**config.mk**
```make
export PLATFORM = sky130hd
export DESIGN_NAME = fps_controller
export DESIGN_NICKNAME = d
export VERILOG_FILES = /design/src/include/fps_pkg.sv /design/src/design/fps_controller.sv /design/src/design/fps_bus_cycle.sv
export VERILOG_INCLUDE_DIRS = /design/src /design/src/include
export SDC_FILE = /design/constraint.sdc
export NUM_CORES = 1
export LEC_CHECK = 0
export BUFFER_PORTS_ARGS = -buffer_cell sky130_fd_sc_hd__buf_2
export CAP_MARGIN = 20
export CORE_ASPECT_RATIO = 1.4
export CORE_MARGIN = 5
export CORE_UTILIZATION = 50
export DETAILED_ROUTE_END_ITERATION = 16
export GPL_TIMING_DRIVEN = 0
export MAX_ROUTING_LAYER = met4
export PLACE_DENSITY = 0.67
export SLEW_MARGIN = 20
export SYNTH_ARGS = -nofsm -noshare
export SYNTH_HDL_FRONTEND = slang
export SYNTH_SLANG_ARGS = --single-unit
```
**constraint.sdc**
```tcl
create_clock -name aclk -period 8.46 [get_ports aclk]
set_clock_uncertainty 0.2 [all_clocks]
set_input_delay 1.692 -clock aclk [delete_from_list [all_inputs] [get_ports aclk]]
set_output_delay 1.692 -clock aclk [all_outputs]
set_load 0.02 [all_outputs]
```
**src/include/fps_defs.svh**
```systemverilog
// Offsets, field positions, command codes and timing counts for the flash program controller
`ifndef FPS_DEFS_SVH
`define FPS_DEFS_SVH

`define FPS_REG_CTRL       8'h00
`define FPS_REG_ADDR       8'h04
`define FPS_REG_DATA       8'h08
`define FPS_REG_STATUS     8'h0C
`define FPS_REG_FLASHSTAT  8'h10
`define FPS_REG_READDATA   8'h14
`define FPS_REG_LEN        8'h18
`define FPS_REG_WRDATA     8'h1C

`define FPS_CTRL_OP_LSB    0
`define FPS_CTRL_OP_W      3
`define FPS_CTRL_RESET_BIT 4

`define FPS_CMD_PROGRAM    16'h0040
`define FPS_CMD_ACCEL      16'h0010
`define FPS_CMD_SUSPEND    16'h00B0
`define FPS_CMD_CONFIRM    16'h00D0
`define FPS_CMD_READ_ARRAY 16'h00FF
`define FPS_CMD_READ_STAT  16'h0070
`define FPS_PAD_WORD       16'hFFFF

`define FPS_SR_READY_BIT   7
`define FPS_SR_PSUSP_BIT   2

`define FPS_ACCEL_WORDS    32
`define FPS_BUS_NS         100
`define FPS_CLK_NS         20
`define FPS_BUS_CYC        ((`FPS_BUS_NS + `FPS_CLK_NS - 1) / `FPS_CLK_NS)

`endif

```
**src/include/fps_pkg.sv**
```systemverilog
// Types for the flash program controller
package fps_pkg;
	typedef enum logic [2:0] {
		FPS_OP_NONE    = 3'd0,
		FPS_OP_PROGRAM = 3'd1,
		FPS_OP_SUSPEND = 3'd2,
		FPS_OP_RESUME  = 3'd3,
		FPS_OP_ACCEL   = 3'd4,
		FPS_OP_READ    = 3'd5,
		FPS_OP_STATUS  = 3'd6,
		FPS_OP_COMMAND = 3'd7
	} fps_op_t;
	typedef enum logic [6:0] {
		FPS_IDLE  = 7'b000_0001,
		FPS_WRITE = 7'b000_0010,
		FPS_READ  = 7'b000_0100,
		FPS_NEXT  = 7'b000_1000,
		FPS_POLL  = 7'b001_0000,
		FPS_RST   = 7'b010_0000,
		FPS_DONE  = 7'b100_0000
	} fps_state_t;
endpackage

```
**src/design/fps_controller.sv**
```systemverilog
// Host controller that programs an asynchronous flash over its pins
`timescale 1ns/1ns
`default_nettype none
`include "fps_defs.svh"
module fps_controller #(
	parameter int ADDR_W = 22,
	parameter int WORDS  = `FPS_ACCEL_WORDS,
	parameter int RST_CYC = `FPS_BUS_CYC
) (
	input  wire logic              aclk,
	input  wire logic              aresetn,
	input  wire logic [7:0]        s_axi_awaddr,
	input  wire logic              s_axi_awvalid,
	output logic                   s_axi_awready,
	input  wire logic [31:0]       s_axi_wdata,
	input  wire logic [3:0]        s_axi_wstrb,
	input  wire logic              s_axi_wvalid,
	output logic                   s_axi_wready,
	output logic [1:0]             s_axi_bresp,
	output logic                   s_axi_bvalid,
	input  wire logic              s_axi_bready,
	input  wire logic [7:0]        s_axi_araddr,
	input  wire logic              s_axi_arvalid,
	output logic                   s_axi_arready,
	output logic [31:0]            s_axi_rdata,
	output logic [1:0]             s_axi_rresp,
	output logic                   s_axi_rvalid,
	input  wire logic              s_axi_rready,
	output logic [ADDR_W-1:0]      flash_addr,
	output logic                   chip_select_n,
	output logic                   output_enable_n,
	output logic                   write_enable_n,
	output logic                   flash_reset_n,
	input  wire logic [15:0]       data_lines_in,
	output logic [15:0]            data_lines_out,
	output logic                   data_lines_oe_n
);
	logic [ADDR_W-1:0] addr_reg;
	logic [15:0]       data_reg;
	logic [15:0]       cmd_reg;
	logic [5:0]        len_reg;
	logic [15:0]       buf_mem [WORDS];
	logic [4:0]        buf_wptr;
	logic [5:0]        idx;
	logic [15:0]       fstat;
	logic [15:0]       rd_word;
	logic              busy;
	logic              err;
	logic              reset_req;
	fps_pkg::fps_op_t  op;
	fps_pkg::fps_state_t state;
	logic              go;
	logic              cyc_start;
	logic              cyc_wr;
	logic [15:0]       cyc_data;
	logic              cyc_busy;
	logic              cyc_done;
	logic [15:0]       cyc_rdata;
	logic [7:0]        rst_cnt;
	logic              second;
	logic              aw_ok;
	logic              w_ok;
	logic [7:0]        aw_addr;
	logic [31:0]       w_data;

	function automatic logic [15:0] op_code(input fps_pkg::fps_op_t o);
		case (o)
			fps_pkg::FPS_OP_PROGRAM: op_code = `FPS_CMD_PROGRAM;
			fps_pkg::FPS_OP_SUSPEND: op_code = `FPS_CMD_SUSPEND;
			fps_pkg::FPS_OP_RESUME:  op_code = `FPS_CMD_CONFIRM;
			fps_pkg::FPS_OP_ACCEL:   op_code = `FPS_CMD_ACCEL;
			fps_pkg::FPS_OP_STATUS:  op_code = `FPS_CMD_READ_STAT;
			default:                 op_code = `FPS_CMD_READ_ARRAY;
		endcase
	endfunction

	// AXI4-Lite write path: address and data latched in either order
	always_ff @(posedge aclk) begin
		if (!aresetn) begin
			s_axi_awready <= 1'b1;
			s_axi_wready <= 1'b1;
			s_axi_bvalid <= 1'b0;
			s_axi_bresp <= 2'b00;
			aw_ok <= 1'b0;
			w_ok <= 1'b0;
			aw_addr <= 8'h00;
			w_data <= 32'h0000_0000;
		end else begin
			if (s_axi_awvalid && s_axi_awready) begin
				aw_ok <= 1'b1;
				aw_addr <= s_axi_awaddr;
				s_axi_awready <= 1'b0;
			end
			if (s_axi_wvalid && s_axi_wready) begin
				w_ok <= 1'b1;
				w_data <= s_axi_wdata;
				s_axi_wready <= 1'b0;
			end
			if (aw_ok && w_ok && !s_axi_bvalid) begin
				s_axi_bvalid <= 1'b1;
				s_axi_bresp <= (aw_addr > `FPS_REG_WRDATA) ? 2'b10 : 2'b00;
			end
			if (s_axi_bvalid && s_axi_bready) begin
				s_axi_bvalid <= 1'b0;
				aw_ok <= 1'b0;
				w_ok <= 1'b0;
				s_axi_awready <= 1'b1;
				s_axi_wready <= 1'b1;
			end
		end
	end

	wire wr_fire = aw_ok && w_ok && !s_axi_bvalid;

	// Register writes; strobes ignored since every field is one word
	always_ff @(posedge aclk) begin
		if (!aresetn) begin
			addr_reg <= '0;
			data_reg <= 16'h0000;
			cmd_reg <= 16'h0000;
			len_reg <= 6'd32;
			buf_wptr <= 5'd0;
			op <= fps_pkg::FPS_OP_NONE;
			reset_req <= 1'b0;
			go <= 1'b0;
		end else begin
			go <= 1'b0;
			if (wr_fire && !busy) begin
				case (aw_addr)
					`FPS_REG_CTRL: begin
						op <= fps_pkg::fps_op_t'(w_data[`FPS_CTRL_OP_LSB +: `FPS_CTRL_OP_W]);
						reset_req <= w_data[`FPS_CTRL_RESET_BIT];
						go <= 1'b1;
					end
					`FPS_REG_ADDR: addr_reg <= w_data[ADDR_W-1:0];
					`FPS_REG_DATA: begin
						data_reg <= w_data[15:0];
						cmd_reg <= w_data[31:16];
					end
					`FPS_REG_LEN: begin
						len_reg <= w_data[5:0];
						buf_wptr <= 5'd0;
					end
					`FPS_REG_WRDATA: buf_wptr <= buf_wptr + 5'd1;
					default: ;
				endcase
			end
		end
	end

	always_ff @(posedge aclk) begin
		if (wr_fire && !busy && aw_addr == `FPS_REG_WRDATA) begin
			buf_mem[buf_wptr] <= w_data[15:0];
		end
	end

	// Sequencer
	always_ff @(posedge aclk) begin
		if (!aresetn) begin
			state <= fps_pkg::FPS_IDLE;
			busy <= 1'b0;
			err <= 1'b0;
			cyc_start <= 1'b0;
			cyc_wr <= 1'b0;
			cyc_data <= 16'h0000;
			flash_addr <= '0;
			flash_reset_n <= 1'b0;
			rst_cnt <= 8'h00;
			idx <= 6'd0;
			second <= 1'b0;
			fstat <= 16'h0000;
			rd_word <= 16'h0000;
		end else begin
			cyc_start <= 1'b0;
			case (state)
				fps_pkg::FPS_IDLE: begin
					flash_reset_n <= 1'b1;
					if (go) begin
						busy <= 1'b1;
						err <= 1'b0;
						second <= 1'b0;
						idx <= 6'd0;
						if (reset_req) begin
							flash_reset_n <= 1'b0;
							rst_cnt <= 8'(RST_CYC);
							state <= fps_pkg::FPS_RST;
						end else if (op == fps_pkg::FPS_OP_ACCEL && addr_reg[4:0] != 5'd0) begin
							err <= 1'b1;
							state <= fps_pkg::FPS_DONE;
						end else begin
							flash_addr <= addr_reg;
							cyc_wr <= 1'b1;
							cyc_data <= (op == fps_pkg::FPS_OP_COMMAND) ? cmd_reg : op_code(op);
							cyc_start <= 1'b1;
							state <= fps_pkg::FPS_WRITE;
						end
					end
				end
				fps_pkg::FPS_WRITE: begin
					if (cyc_done) begin
						state <= fps_pkg::FPS_NEXT;
					end
				end
				fps_pkg::FPS_NEXT: begin
					if (op == fps_pkg::FPS_OP_PROGRAM && !second) begin
						second <= 1'b1;
						cyc_data <= data_reg;
						cyc_start <= 1'b1;
						state <= fps_pkg::FPS_WRITE;
					end else if (op == fps_pkg::FPS_OP_ACCEL && idx != 6'(WORDS)) begin
						// Same start address, no polling, pad past length
						cyc_data <= (idx < len_reg) ? buf_mem[idx[4:0]] : `FPS_PAD_WORD;
						idx <= idx + 6'd1;
						cyc_start <= 1'b1;
						state <= fps_pkg::FPS_WRITE;
					end else if (op == fps_pkg::FPS_OP_READ || op == fps_pkg::FPS_OP_STATUS
							|| op == fps_pkg::FPS_OP_PROGRAM || op == fps_pkg::FPS_OP_ACCEL
							|| op == fps_pkg::FPS_OP_SUSPEND) begin
						cyc_wr <= 1'b0;
						cyc_start <= 1'b1;
						state <= fps_pkg::FPS_READ;
					end else begin
						state <= fps_pkg::FPS_DONE;
					end
				end
				fps_pkg::FPS_READ: begin
					if (cyc_done) begin
						if (op == fps_pkg::FPS_OP_READ) begin
							rd_word <= cyc_rdata;
							state <= fps_pkg::FPS_DONE;
						end else begin
							fstat <= cyc_rdata;
							// Poll until ready; suspend also sets the suspended bit
							if (cyc_rdata[`FPS_SR_READY_BIT]) begin
								state <= fps_pkg::FPS_DONE;
							end else begin
								cyc_start <= 1'b1;
							end
						end
					end
				end
				fps_pkg::FPS_RST: begin
					if (rst_cnt != 8'h00) begin
						rst_cnt <= rst_cnt - 8'h01;
					end else begin
						flash_reset_n <= 1'b1;
						state <= fps_pkg::FPS_DONE;
					end
				end
				fps_pkg::FPS_DONE: begin
					busy <= 1'b0;
					state <= fps_pkg::FPS_IDLE;
				end
				default: state <= fps_pkg::FPS_IDLE;
			endcase
		end
	end

	fps_bus_cycle #(
		.CYC(`FPS_BUS_CYC)
	) i_fps_bus_cycle (
		.aclk           (aclk),
		.aresetn        (aresetn),
		.start          (cyc_start),
		.is_write       (cyc_wr),
		.wdata          (cyc_data),
		.data_lines_in  (data_lines_in),
		.busy           (cyc_busy),
		.done           (cyc_done),
		.rdata          (cyc_rdata),
		.chip_select_n  (chip_select_n),
		.output_enable_n(output_enable_n),
		.write_enable_n (write_enable_n),
		.data_lines_out (data_lines_out),
		.data_lines_oe_n(data_lines_oe_n)
	);

	// AXI4-Lite read path
	always_ff @(posedge aclk) begin
		if (!aresetn) begin
			s_axi_arready <= 1'b1;
			s_axi_rvalid <= 1'b0;
			s_axi_rdata <= 32'h0000_0000;
			s_axi_rresp <= 2'b00;
		end else begin
			if (s_axi_arvalid && s_axi_arready) begin
				s_axi_arready <= 1'b0;
				s_axi_rvalid <= 1'b1;
				s_axi_rresp <= 2'b00;
				case (s_axi_araddr)
					`FPS_REG_CTRL: s_axi_rdata <= {27'h0, reset_req, 1'b0, op};
					`FPS_REG_ADDR: s_axi_rdata <= 32'(addr_reg);
					`FPS_REG_DATA: s_axi_rdata <= {cmd_reg, data_reg};
					`FPS_REG_STATUS: s_axi_rdata <= {29'h0, cyc_busy, err, busy};
					`FPS_REG_FLASHSTAT: s_axi_rdata <= {16'h0000, fstat};
					`FPS_REG_READDATA: s_axi_rdata <= {16'h0000, rd_word};
					`FPS_REG_LEN: s_axi_rdata <= {21'h0, buf_wptr, len_reg};
					`FPS_REG_WRDATA: s_axi_rdata <= 32'h0000_0000;
					default: begin
						s_axi_rdata <= 32'h0000_0000;
						s_axi_rresp <= 2'b10;
					end
				endcase
			end else if (s_axi_rvalid && s_axi_rready) begin
				s_axi_rvalid <= 1'b0;
				s_axi_arready <= 1'b1;
			end
		end
	end
endmodule
`default_nettype wire

```
**src/design/fps_bus_cycle.sv**
```systemverilog
// One timed write or read cycle on the flash pins
`timescale 1ns/1ns
`default_nettype none
`include "fps_defs.svh"
module fps_bus_cycle #(
	parameter int CYC = `FPS_BUS_CYC
) (
	input  wire logic        aclk,
	input  wire logic        aresetn,
	input  wire logic        start,
	input  wire logic        is_write,
	input  wire logic [15:0] wdata,
	input  wire logic [15:0] data_lines_in,
	output logic             busy,
	output logic             done,
	output logic [15:0]      rdata,
	output logic             chip_select_n,
	output logic             output_enable_n,
	output logic             write_enable_n,
	output logic [15:0]      data_lines_out,
	output logic             data_lines_oe_n
);
	logic [7:0] cnt;
	logic       wr;

	always_ff @(posedge aclk) begin
		if (!aresetn) begin
			busy <= 1'b0;
			done <= 1'b0;
			cnt <= 8'h00;
			wr <= 1'b0;
			rdata <= 16'h0000;
			chip_select_n <= 1'b1;
			output_enable_n <= 1'b1;
			write_enable_n <= 1'b1;
			data_lines_out <= 16'h0000;
			data_lines_oe_n <= 1'b1;
		end else begin
			done <= 1'b0;
			if (start && !busy) begin
				busy <= 1'b1;
				wr <= is_write;
				cnt <= 8'(CYC);
				chip_select_n <= 1'b0;
				// Write cycle: select low, output enable high, write enable low
				output_enable_n <= is_write;
				write_enable_n <= !is_write;
				data_lines_out <= wdata;
				data_lines_oe_n <= !is_write;
			end else if (busy) begin
				if (cnt != 8'h00) begin
					cnt <= cnt - 8'h01;
				end else begin
					// Data sampled before strobes rise so hold time is met
					if (!wr) begin
						rdata <= data_lines_in;
					end
					busy <= 1'b0;
					done <= 1'b1;
					chip_select_n <= 1'b1;
					output_enable_n <= 1'b1;
					write_enable_n <= 1'b1;
					data_lines_oe_n <= 1'b1;
				end
			end
		end
	end
endmodule
`default_nettype wire

```
==> metrics.md, run 1 <==
| Metric | Value |
|---|---|
| Status | `complete, no violations` |
| Max_slew headroom | `29.3%` |
| EDFF count, synth | `512` |
| Gate Count Post-Synth | `2333` |
| CP max FO | `10` |
| Cts bufs inserted | `76` |
| Combinational Power Share | `~4%` |
| I/O Buffers | `around 150` |
| Cell Area, Synth | `31900 um2` |
| Max-slew violation count | `0` |
| Commonest cells after routing, fill and taps aside | `512 x edfxtp_1, 349 x nand2_1, 282 x dfxtp_1` |
| Sequential fraction of the synthesis area | `around two thirds` |
| Ports | `around 160` |
| Worst IR Drop VDD | `roughly 0.00016 V` |
| Largest register FFs | `between 500 and 600` |
| Initial antenna violation count | `0` |
| Most common cell after layout, fill and taps aside | `edfxtp_1` |
| 1st-iter DRT viols | `1995` |
| Ratio of final minimum period to clock period | `47.3%` |
| Starting Density | `roughly half` |
| Syn. warnings | `0` |
| Critical Path AT | `around 4.4 ns` |
| Leakage | `12.5 nW` |
| Critical Path End Type | `register` |
| Filler instances | `about 5000` |
| Total Die Area | `~69000 um2` |
| Top Registers | `buf_mem (512), s_axi_rdata (32), w_data (32)` |
| Achievable Freq | `250 MHz` |
| Hold bufs inserted after CTS | `0` |
| Gp weighted congestion | `about 0.96` |
| Die Wd | `224 um` |
| WL final | `~94000 um` |
| Grt total ovfl | `0` |
| Average wire per cell in the routed design | `approximately 27 um` |
| Crit path kind | `in2reg` |
| RSZ-0062 raised after global routing | `no` |
| Clock sinks | `between 800 and 900` |
| Average size of a mapped cell | `roughly 14 um2` |
| Vias | `around 21000` |
| Worst Path Required | `between 8 and 9 ns` |
| Clock latency on the worst-skew pair | `around 0.64 ns` |
| Fin. Hold Viols | `0` |
| DR pass1 iterations | `6` |
| Reg area | `21400 um2` |
| Post-route ant nets | `0` |
| H-Tree Depth | `3` |
| Die height | `~310 um` |
| Worst slew pin tran | `1.06 ns` |
| Post-DP Area | `around 35000 um2` |
| Cell-internal power | `a little over 0.006 W` |
| Largest net degree at the start of global routing | `37` |
| Vias in the first global route | `~21000` |
| Min cycle time layout | `4.00 ns` |
| Biggest register | `buf_mem` |
| Clock slew at reported path FFs | `about 0.060 ns` |
| Net load switching power | `0.00177 W` |
| Total GRT Usage | `~28%` |
| DRC | `0` |
| Synthesized flop and latch total | `810` |
| Finished Cell Area | `between 30000 and 40000 um2` |
| Min-delay worst type | `reg2reg` |
| Post-CTS resize count | `0` |
| Post-CTS Setup Inserts | `0` |
| Nets | `between 2000 and 3000` |
| # setup viols final | `0` |
| Rows | `~110` |
| First-pass GRT wire length | `between 100000 and 150000 um` |
| Async SR Flop Fraction | `0%` |
| CTS tree | `yes` |
| Clk network pwr share | `a little over two fifths` |
| Setup TNS | `0 ns` |
| Post-synth top flop | `edfxtp_1` |
| Multi-input combinational cell area | `9950 um2` |
| Vias per cell | `5.91` |
| Post-DP HPWL | `about 70000 um` |
| Switch share | `between 20% and 30%` |
| Cell Pwr Density | `approximately 220 nW/um2` |
| Maxcap violations | `0` |
| Sequential cell fraction of total power | `~53%` |
| Layout area overhead | `16.1%` |
| Share of cells above drive strength 1 | `between 20% and 30%` |
| Root Buffer | `clkbuf_16` |
| CTS max path bufs | `3` |
| Core Area | `roughly 63000 um2` |
| CP Launch Type | `primary input` |
| Count of cell types in the netlist | `between 70 and 80` |
==> cells in the mapped netlist, types with 29 or more instances <==
cell | n | area share [%]
nand3_1 | 35 | 0.55
nor2_1 | 178 | 2.1
o21ai_0 | 40 | 0.63
buf_2 | 29 | 0.45
edfxtp_1 | 512 | 48
a21oi_1 | 198 | 3.1
mux4_2 | 128 | 9.0
mux2i_1 | 95 | 3.0
a22oi_1 | 36 | 0.85
dfxtp_1 | 298 | 19
clkbuf_1 | 102 | 1.2
nand2_1 | 349 | 4.1
==> through the flow <==
step	total power, W	hold WS [ns]	setup WS (ns)	util, %	instances
2_1_floorplan	0.00453	0.227	4.88	-	2334
3_3_place_gp	0.00466	0.238	3.92	53.3	3314
3_5_place_dp	0.00469	0.246	3.85	54.7	3362
4_1_cts	0.00805	0.255	4.49	58.6	3503
5_1_grt	0.00824	0.264	4.40	58.6	3503
6_report	0.00801	0.254	4.46	58.6	3504
==> layer usage <==
layer  up-vias  share of wire, %  wire [um]  track usage [%]
li1       9211                 -          -                -
met1     10400                34      32300             29.2
met2       872                51      48300             48.0
met3       280               5.7       5360             3.76
met4         0               8.8       8350             20.0
met5         -                 0          0                -
==> cell type report <==
class | count | share of cell area, %
clock inverter | 40 | 1.08
buffer | 150 | 1.75
timing repair buffer | 196 | 4.10
clock buffer | 101 | 5.55
sequential | 810 | 57.6
tap | 832 | 2.81
inverter | 25 | 0.253
multi-input combinational | 1349 | 26.8
antenna | 1 | 0.00675
==> kinds of logic (layout without fill, tap and decap cells) <==
family | after synthesis | after routing | share of synthesized area, %
flops | 810 | 810 | 66.8
buf+inv | 175 | 512 | 2.33
mux | 250 | 250 | 13.0
simple gates | 697 | 697 | 9.63
xor+xnor | 20 | 20 | 0.548
other cells | 1 | 3 | 0.0117
compound gates | 366 | 366 | 7.08
fa+ha+maj | 14 | 14 | 0.549
==> critical path, stage by stage <==
cell and delay (ns):
buf_2 0.10, nor3_1 0.24, and2_1 0.16, clkbuf_1 0.58
and2_1 0.22, clkbuf_1 0.30, clkbuf_1 0.59, o21ai_0 0.29
a21oi_1 0.18
==> worst paths after layout <==
kind	from	to	slack (ns)	depth (start not counted)
setup / recovery	s_axi_araddr[1]	s_axi_rdata[15]	4.46	9
hold / removal	aw_addr[7]	aw_addr[7]	0.25	2
setup reg to reg	busy	buf_mem[24][14]	4.54	6
hold reg to reg	aw_addr[7]	aw_addr[7]	0.25	2
==> power by group through the flow <==
| stage | Combinational, W | Sequential [W] | Clock, W |
|---|---|---|---|
| floorplan | 0.000170 | 0.00436 | 0 |
| global placement | 0.000254 | 0.00440 | 0 |
| detailed placement | 0.000321 | 0.00437 | 0 |
| CTS | 0.000322 | 0.00428 | 0.00345 |
| global route | 0.000346 | 0.00428 | 0.00361 |
| finish | 0.000325 | 0.00428 | 0.00340 |
(Power assumes the default switching activity.)
==> run 2: changes to the inputs <==
Settings changed: PLACE_DENSITY 0.67 to 0.7.
Clock period 8.46 ns to 3.51 ns, I/O delays scaled along.
==> run 2 against run 1 <==
  * Clock power increased by 150%
  * Critical path type is now reg2reg
  * Core utilization up 0.18 points
  * Combinational power up 140%
  * Die area did not move
  * First-iteration DRC count rose by 0.20%
  * Via count grew 0.67%
  * Worst setup slack worse by 4.4 ns
  * Critical path depth fell by 1
  * Critical endpoint is now cyc_data[11]
  * Highest routed layer unchanged
  * Global-route usage fell by 0.12 points
  * Cell count fell by 0.37%
==> metrics.md, run 2 (synthesis results as in run 1) <==
| Metric | Value |
|---|---|
| Total Die Area | `69100 um2 (unchanged)` |
| Cts bufs inserted | `74 (-2.6%)` |
| Fin. Hold Viols | `0 (unchanged)` |
| Critical Path AT | `3.75 ns (-0.61 ns)` |
| Commonest cells after routing, fill and taps aside | `512 x edfxtp_1, 345 x nand2_1, 282 x dfxtp_1` |
| H-Tree Depth | `3 (unchanged)` |
| Grt total ovfl | `0 (unchanged)` |
| DP Worst Slack | `-0.348 ns (-4.19 ns)` |
| CTS tree | `yes` |
| Worst Setup Slack, final | `0.0687 ns (-4.39 ns)` |
| Crit path cell chain | `clkbuf_1, buf_2, buf_4, mux4_2, a211oi_1, a21oi_1, nor2_1, o31ai_2` |
| Share of cells above drive strength 1 | `21.6% (about the same)` |
| Worst path slowest cell | `a211oi_1` |
| Ratio of final minimum period to clock period | `a little over nine tenths` |
| Maxcap violations | `0 (unchanged)` |
| Finished Cell Area | `37200 um2 (+0.31%)` |
| Non-Filler Instances | `3491 (-0.37%)` |
| Clock slew at reported path FFs | `0.06 ns (about the same)` |
| CP max FO | `10 (unchanged)` |
| Core Area | `63300 um2 (unchanged)` |
| Min cycle time layout | `about 3.4 ns` |
| Cell Pwr Density | `526 nW/um2 (+140%)` |
| DRC | `0 (unchanged)` |
| Total chip power | `0.0196 W (+140%)` |
| Cell-internal power | `0.0154 W (+150%)` |
| Status | `complete, no violations` |
| Most common cell after layout, fill and taps aside | `edfxtp_1` |
| Switch share | `21.3% (-0.80 points)` |
| Average wire per cell in the routed design | `26.9 um (-0.11%)` |
| Sequential cell fraction of total power | `52.7% (-0.7 points)` |
| Post-route ant nets | `0 (unchanged)` |
| Top Registers | `buf_mem (512), s_axi_rdata (32), w_data (32)` |
| Setup TNS | `0 ns (unchanged)` |
| Worst IR Drop VDD | `0.000425 V (+160%)` |
| Reg area | `21400 um2 (unchanged)` |
| Worst slew pin tran | `1.08 ns (+0.0207 ns)` |
| Largest net degree at the start of global routing | `36 (-2.7%)` |
| DP Cell Count | `3358 (-0.12%)` |
| Clock sinks | `810 (unchanged)` |
| Die height | `309 um (unchanged)` |
| Critical Path End Type | `register` |
| Post-DP Area | `34500 um2 (-0.23%)` |
| Largest register FFs | `512 (unchanged)` |
| CP Launch Type | `register` |
| Leakage | `12.6 nW (+0.67%)` |
| Crit path kind | `reg2reg` |
| Net load switching power | `0.00417 W (+140%)` |
| # setup viols final | `0 (unchanged)` |
| Nets | `2691 (-0.22%)` |
| CTS max path bufs | `3 (unchanged)` |
| Filler instances | `4875 (-2.5%)` |
| Post-DP HPWL | `68600 um (-1.6%)` |
| Combinational Power Share | `4.0% (about the same)` |
| Gp weighted congestion | `0.931 (-3.2%)` |
| Achievable Freq | `291 MHz` |
| 1st-iter DRT viols | `1999 (+0.20%)` |
| Vias in the first global route | `20900 (-0.20%)` |
| I/O Buffers | `148 (unchanged)` |
| Biggest register | `buf_mem` |
| Worst Path Required | `3.82 ns (-5.00 ns)` |
| Clk network pwr share | `43.3% (+0.8 points)` |
| Total GRT Usage | `27.7% (-0.12 points)` |
| First-pass GRT wire length | `137000 um (-0.20%)` |
| Multi-input combinational cell area | `10100 um2 (+1.1%)` |
| Ports | `159 (unchanged)` |
| Rows | `109 (unchanged)` |
| CP max stage delay | `0.59 ns (about the same)` |
| Max_slew headroom | `27.9% (-1.4 points)` |
| Initial antenna violation count | `0 (unchanged)` |
| Post-CTS Setup Inserts | `0 (unchanged)` |
| WL final | `93900 um (-0.48%)` |
| Layout area overhead | `16.5%` |
| DR pass1 iterations | `5 (-1)` |
| Die Wd | `224 um (unchanged)` |
| Vias | `20900 (+0.67%)` |
| Clock latency on the worst-skew pair | `0.64 ns (about the same)` |
| Max-slew violation count | `0 (unchanged)` |
| Min-delay worst type | `in2reg` |
| Vias per cell | `5.97 (+1.0%)` |
| RSZ-0062 raised after global routing | `no` |
| Starting Density | `50.5% (unchanged)` |
| Root Buffer | `clkbuf_16` |
==> run 2: cell types whose count changed in the layout (fill, tap and decap cells not counted), sizes merged <==
cell      previous run  this run
clkinvlp             7         1
inv                 32        27
bufinv               5         9
buf                242       237
clkbuf             205       204
==> run 2: worst paths after layout <==
| path | startpoint | endpoint | slack, ns | cells after the start |
|---|---|---|---|---|
| setup / recovery | register | cyc_data[11] | 0.07 | 8 |
| setup reg to reg | register | cyc_data[11] | 0.07 | 8 |
| hold reg to reg | aw_addr[7] | aw_addr[7] | 0.25 | 2 |
| hold / removal | s_axi_wvalid | s_axi_wready | 0.09 | 2 |
==> run 2: final cells by class <==
class | instances | share of cell area (%)
clock inverter | 33 | 1.13
antenna | 1 | 0.00673
tap | 832 | 2.80
multi-input combinational | 1349 | 27.0
timing repair buffer | 192 | 3.89
clock buffer | 99 | 5.69
buffer | 150 | 1.77
sequential | 810 | 57.4
inverter | 25 | 0.252
==> run 2: power groups by stage <==
stage	sequential [W]	clock [W]	combinational (W)
2_1_floorplan	0.0105	0	0.000409
3_3_place_gp	0.0106	0	0.000613
3_5_place_dp	0.0105	0	0.000769
4_1_cts	0.0103	0.00854	0.000771
5_1_grt	0.0103	0.00896	0.000828
6_report	0.0103	0.00847	0.000780
==> run 2: stage by stage <==
stage	hold slack, ns	utilization [%]
finish	0.0925	58.8
global route	0.112	58.8
CTS	0.0583	58.7
detailed placement	0.244	54.6
global placement	0.241	53.3
floorplan	0.227	-
==> run 2: critical path, delay by kind of cell (launching register included) <==
kind                   cells  cell delay (ns)
DFF                        1             0.31
and+or+nand+nor            1             0.19
muxes                      1             0.58
AOI/OAI and AO/OA          3             0.91
buffers and inverters      3             1.12
==> run 2: repair_timing <==
action | 4_1_cts | 5_1_grt
endpoints found under the setup margin | 319 | 2
gates resized for setup | 24 | 2
hold buffers | 0 | 0
==> run 2: per-layer routing <==
layer,GRT usage [%],vias up,share of wire [%]
met2,48.5,950,52
met1,29.3,10400,34
met4,18.3,0,7.9
met3,3.50,282,6.0
li1,-,9201,-
met5,-,-,0
==> run 3: changes to the inputs <==
Settings changed: PLACE_DENSITY 0.7 to default, PLACE_DENSITY_LB_ADDON from default to 0.12.
==> run 3 against run 2 <==
  * Count of clock-buffer cells in the layout increased by 7
  * Highest routed layer unchanged
  * Sequential cell count stayed put
  * Critical endpoint is now cyc_data[3]
  * Clock power is 3.5% lower
==> metrics.md, run 3 (synthesis results as in run 1) <==
| Metric | Value |
|---|---|
| CP max FO | `10 (unchanged)` |
| DRC | `0 (unchanged)` |
| Largest register FFs | `512 (unchanged)` |
| # setup viols final | `0 (unchanged)` |
| Largest net degree at the start of global routing | `38 (+5.6%)` |
| Multi-input combinational cell area | `10000 um2 (-0.16%)` |
| Crit path kind | `reg2reg` |
| Rows | `109 (unchanged)` |
| Critical Path AT | `3.74 ns (about the same)` |
| Leakage | `12.5 nW (-0.23%)` |
| Reg2reg end | `cyc_data[3]` |
| Achievable Freq | `294 MHz (+1.2%)` |
| CTS max path bufs | `3 (unchanged)` |
| Crit path cell chain | `buf_2, buf_1, buf_1, mux4_2, a22oi_1, nand3_1, a31o_1` |
| 1st-iter DRT viols | `1706 (-15%)` |
| Hold bufs inserted after CTS | `0 (unchanged)` |
| Setup TNS | `0 ns (unchanged)` |
| Vias per cell | `5.87 (-1.8%)` |
| Finished Cell Area | `37100 um2 (-0.32%)` |
| Cts bufs inserted | `77 (+4.1%)` |
| Total chip power | `0.0193 W (-1.5%)` |
| Clock slew at reported path FFs | `0.06 ns (about the same)` |
| Clock sinks | `810 (unchanged)` |
| I/O Buffers | `148 (unchanged)` |
| CP bufs+invs | `3 (unchanged)` |
| Status | `complete, no violations` |
| Vias | `20500 (-1.6%)` |
| Hold endpoint | `s_axi_wready` |
| Initial antenna violation count | `0 (unchanged)` |
| Nets | `2696 (+0.19%)` |
| Starting Density | `50.5% (unchanged)` |
| CTS tree | `yes` |
| Fin. Hold Viols | `0 (unchanged)` |
| Share of cells above drive strength 1 | `21.9% (+0.25 points)` |
| Worst IR Drop VDD | `0.000384 V (-9.7%)` |
| Ratio of final minimum period to clock period | `96.8% (-1.2 points)` |
| Vias in the first global route | `20600 (-1.4%)` |
| DP Cell Count | `3360 (+0.060%)` |
| CP max stage delay | `0.70 ns (+0.11 ns)` |
| Most common cell after layout, fill and taps aside | `edfxtp_1` |
| Worst Path Required | `3.85 ns (+0.03 ns)` |
| Total GRT Usage | `27.8% (+0.11 points)` |
| Total Die Area | `69100 um2 (unchanged)` |
| Reg area | `21400 um2 (unchanged)` |
| Finished Core Util | `58.6% (-0.19 points)` |
| Clock latency on the worst-skew pair | `0.64 ns (about the same)` |
| R2R Setup Slk | `0.11 ns (+0.04 ns)` |
| Min-delay worst type | `in2reg` |
| Core Area | `63300 um2 (unchanged)` |
| Post-DP Area | `34500 um2 (about the same)` |
| Biggest register | `buf_mem` |
| Root Buffer | `clkbuf_16` |
| WL final | `93900 um (about the same)` |
| CP top delay family | `buffers and inverters` |
| Max-slew violation count | `0 (unchanged)` |
| RSZ-0062 raised after global routing | `no` |
| Ports | `159 (unchanged)` |
| Die Wd | `224 um (unchanged)` |
| DR pass1 iterations | `6 (+1)` |
| Commonest cells after routing, fill and taps aside | `512 x edfxtp_1, 345 x nand2_1, 282 x dfxtp_1` |
| Worst slew pin tran | `1.05 ns (-0.0361 ns)` |
| Post-DP HPWL | `69700 um (+1.5%)` |
| Non-Filler Instances | `3497 (+0.17%)` |
| Maxcap violations | `0 (unchanged)` |
| Average wire per cell in the routed design | `26.9 um (-0.19%)` |
| Cell Pwr Density | `520 nW/um2 (-1.2%)` |
| Max_slew headroom | `30.3% (+2.4 points)` |
| First-pass GRT wire length | `137000 um (+0.24%)` |
| Critical Path End Type | `register` |
| Worst Hold Path Cells | `2 (unchanged)` |
| Layout area overhead | `16.1%` |
| H-Tree Depth | `3 (unchanged)` |
| CP Launch Type | `register` |
| Min cycle time layout | `3.40 ns (-0.0419 ns)` |
| Top Registers | `buf_mem (512), s_axi_rdata (32), w_data (32)` |
| Worst path slowest cell | `buf_1` |
| Filler instances | `5056 (+3.7%)` |
| Cell mode on critical path | `buf_1` |
| Die height | `309 um (unchanged)` |
| Post-route ant nets | `0 (unchanged)` |
| Grt total ovfl | `0 (unchanged)` |
| Hold path startpoint | `s_axi_wvalid` |
| Gp weighted congestion | `0.933 (+0.23%)` |
| Worst reg-to-reg path cell count | `7 (-1)` |
-- run 3: cell count changes in the layout (fill, tap and decap cells not counted), sizes merged --
cell / change
clkbuf: +7
bufinv: -6
inv: +3
buf: +2
-- run 3: how the worst max path moves through the flow --
stage | end | slack, ns | cells after the start
floorplan | buf_mem[31][0] | 0.56 | 6
global placement | buf_mem[12][2] | -0.97 | 6
detailed placement | buf_mem[14][2] | -0.46 | 7
CTS | cyc_data[11] | 0.02 | 8
global route | cyc_data[10] | 0.03 | 8
finish | cyc_data[3] | 0.11 | 7
-- run 3: cell type report --
cell class | instances | share of cell area (%)
inverters | 25 | 0.253
well taps | 832 | 2.81
diodes | 1 | 0.00675
clock buffers | 106 | 5.82
flip-flops and latches | 810 | 57.6
plain buffers | 150 | 1.77
clock inverters | 30 | 0.763
multi-input cells | 1349 | 27.1
repair buffers | 194 | 3.89
-- run 3: stage by stage --
step,worst slack (ns),hold WS [ns]
CTS,0.0172,0.0501
floorplan,0.563,0.227
detailed placement,-0.463,0.244
global route,0.0329,0.0940
global placement,-0.973,0.243
finish,0.111,0.0835
-- run 3: metal layers --
| metal | wire length, um | vias to the layer above | global-route usage [%] |
|---|---|---|---|
| met2 | 49100 | 730 | 48.3 |
| met1 | 33600 | 10400 | 30.9 |
| met5 | 0 | - | - |
| met3 | 4970 | 208 | 3.51 |
| li1 | - | 9205 | - |
| met4 | 6250 | 0 | 16.1 |
-- run 3: power breakdown --
group	internal (W)	switching, W
Sequential	0.0102	0.000152
Clock	0.00455	0.00361
Combinational	0.000273	0.000477
-- run 3: what timing repair did --
action | in CTS | in global routing
setup endpoints to repair | 465 | 3
resized for setup | 18 | 2
buffers inserted | 0 | 0
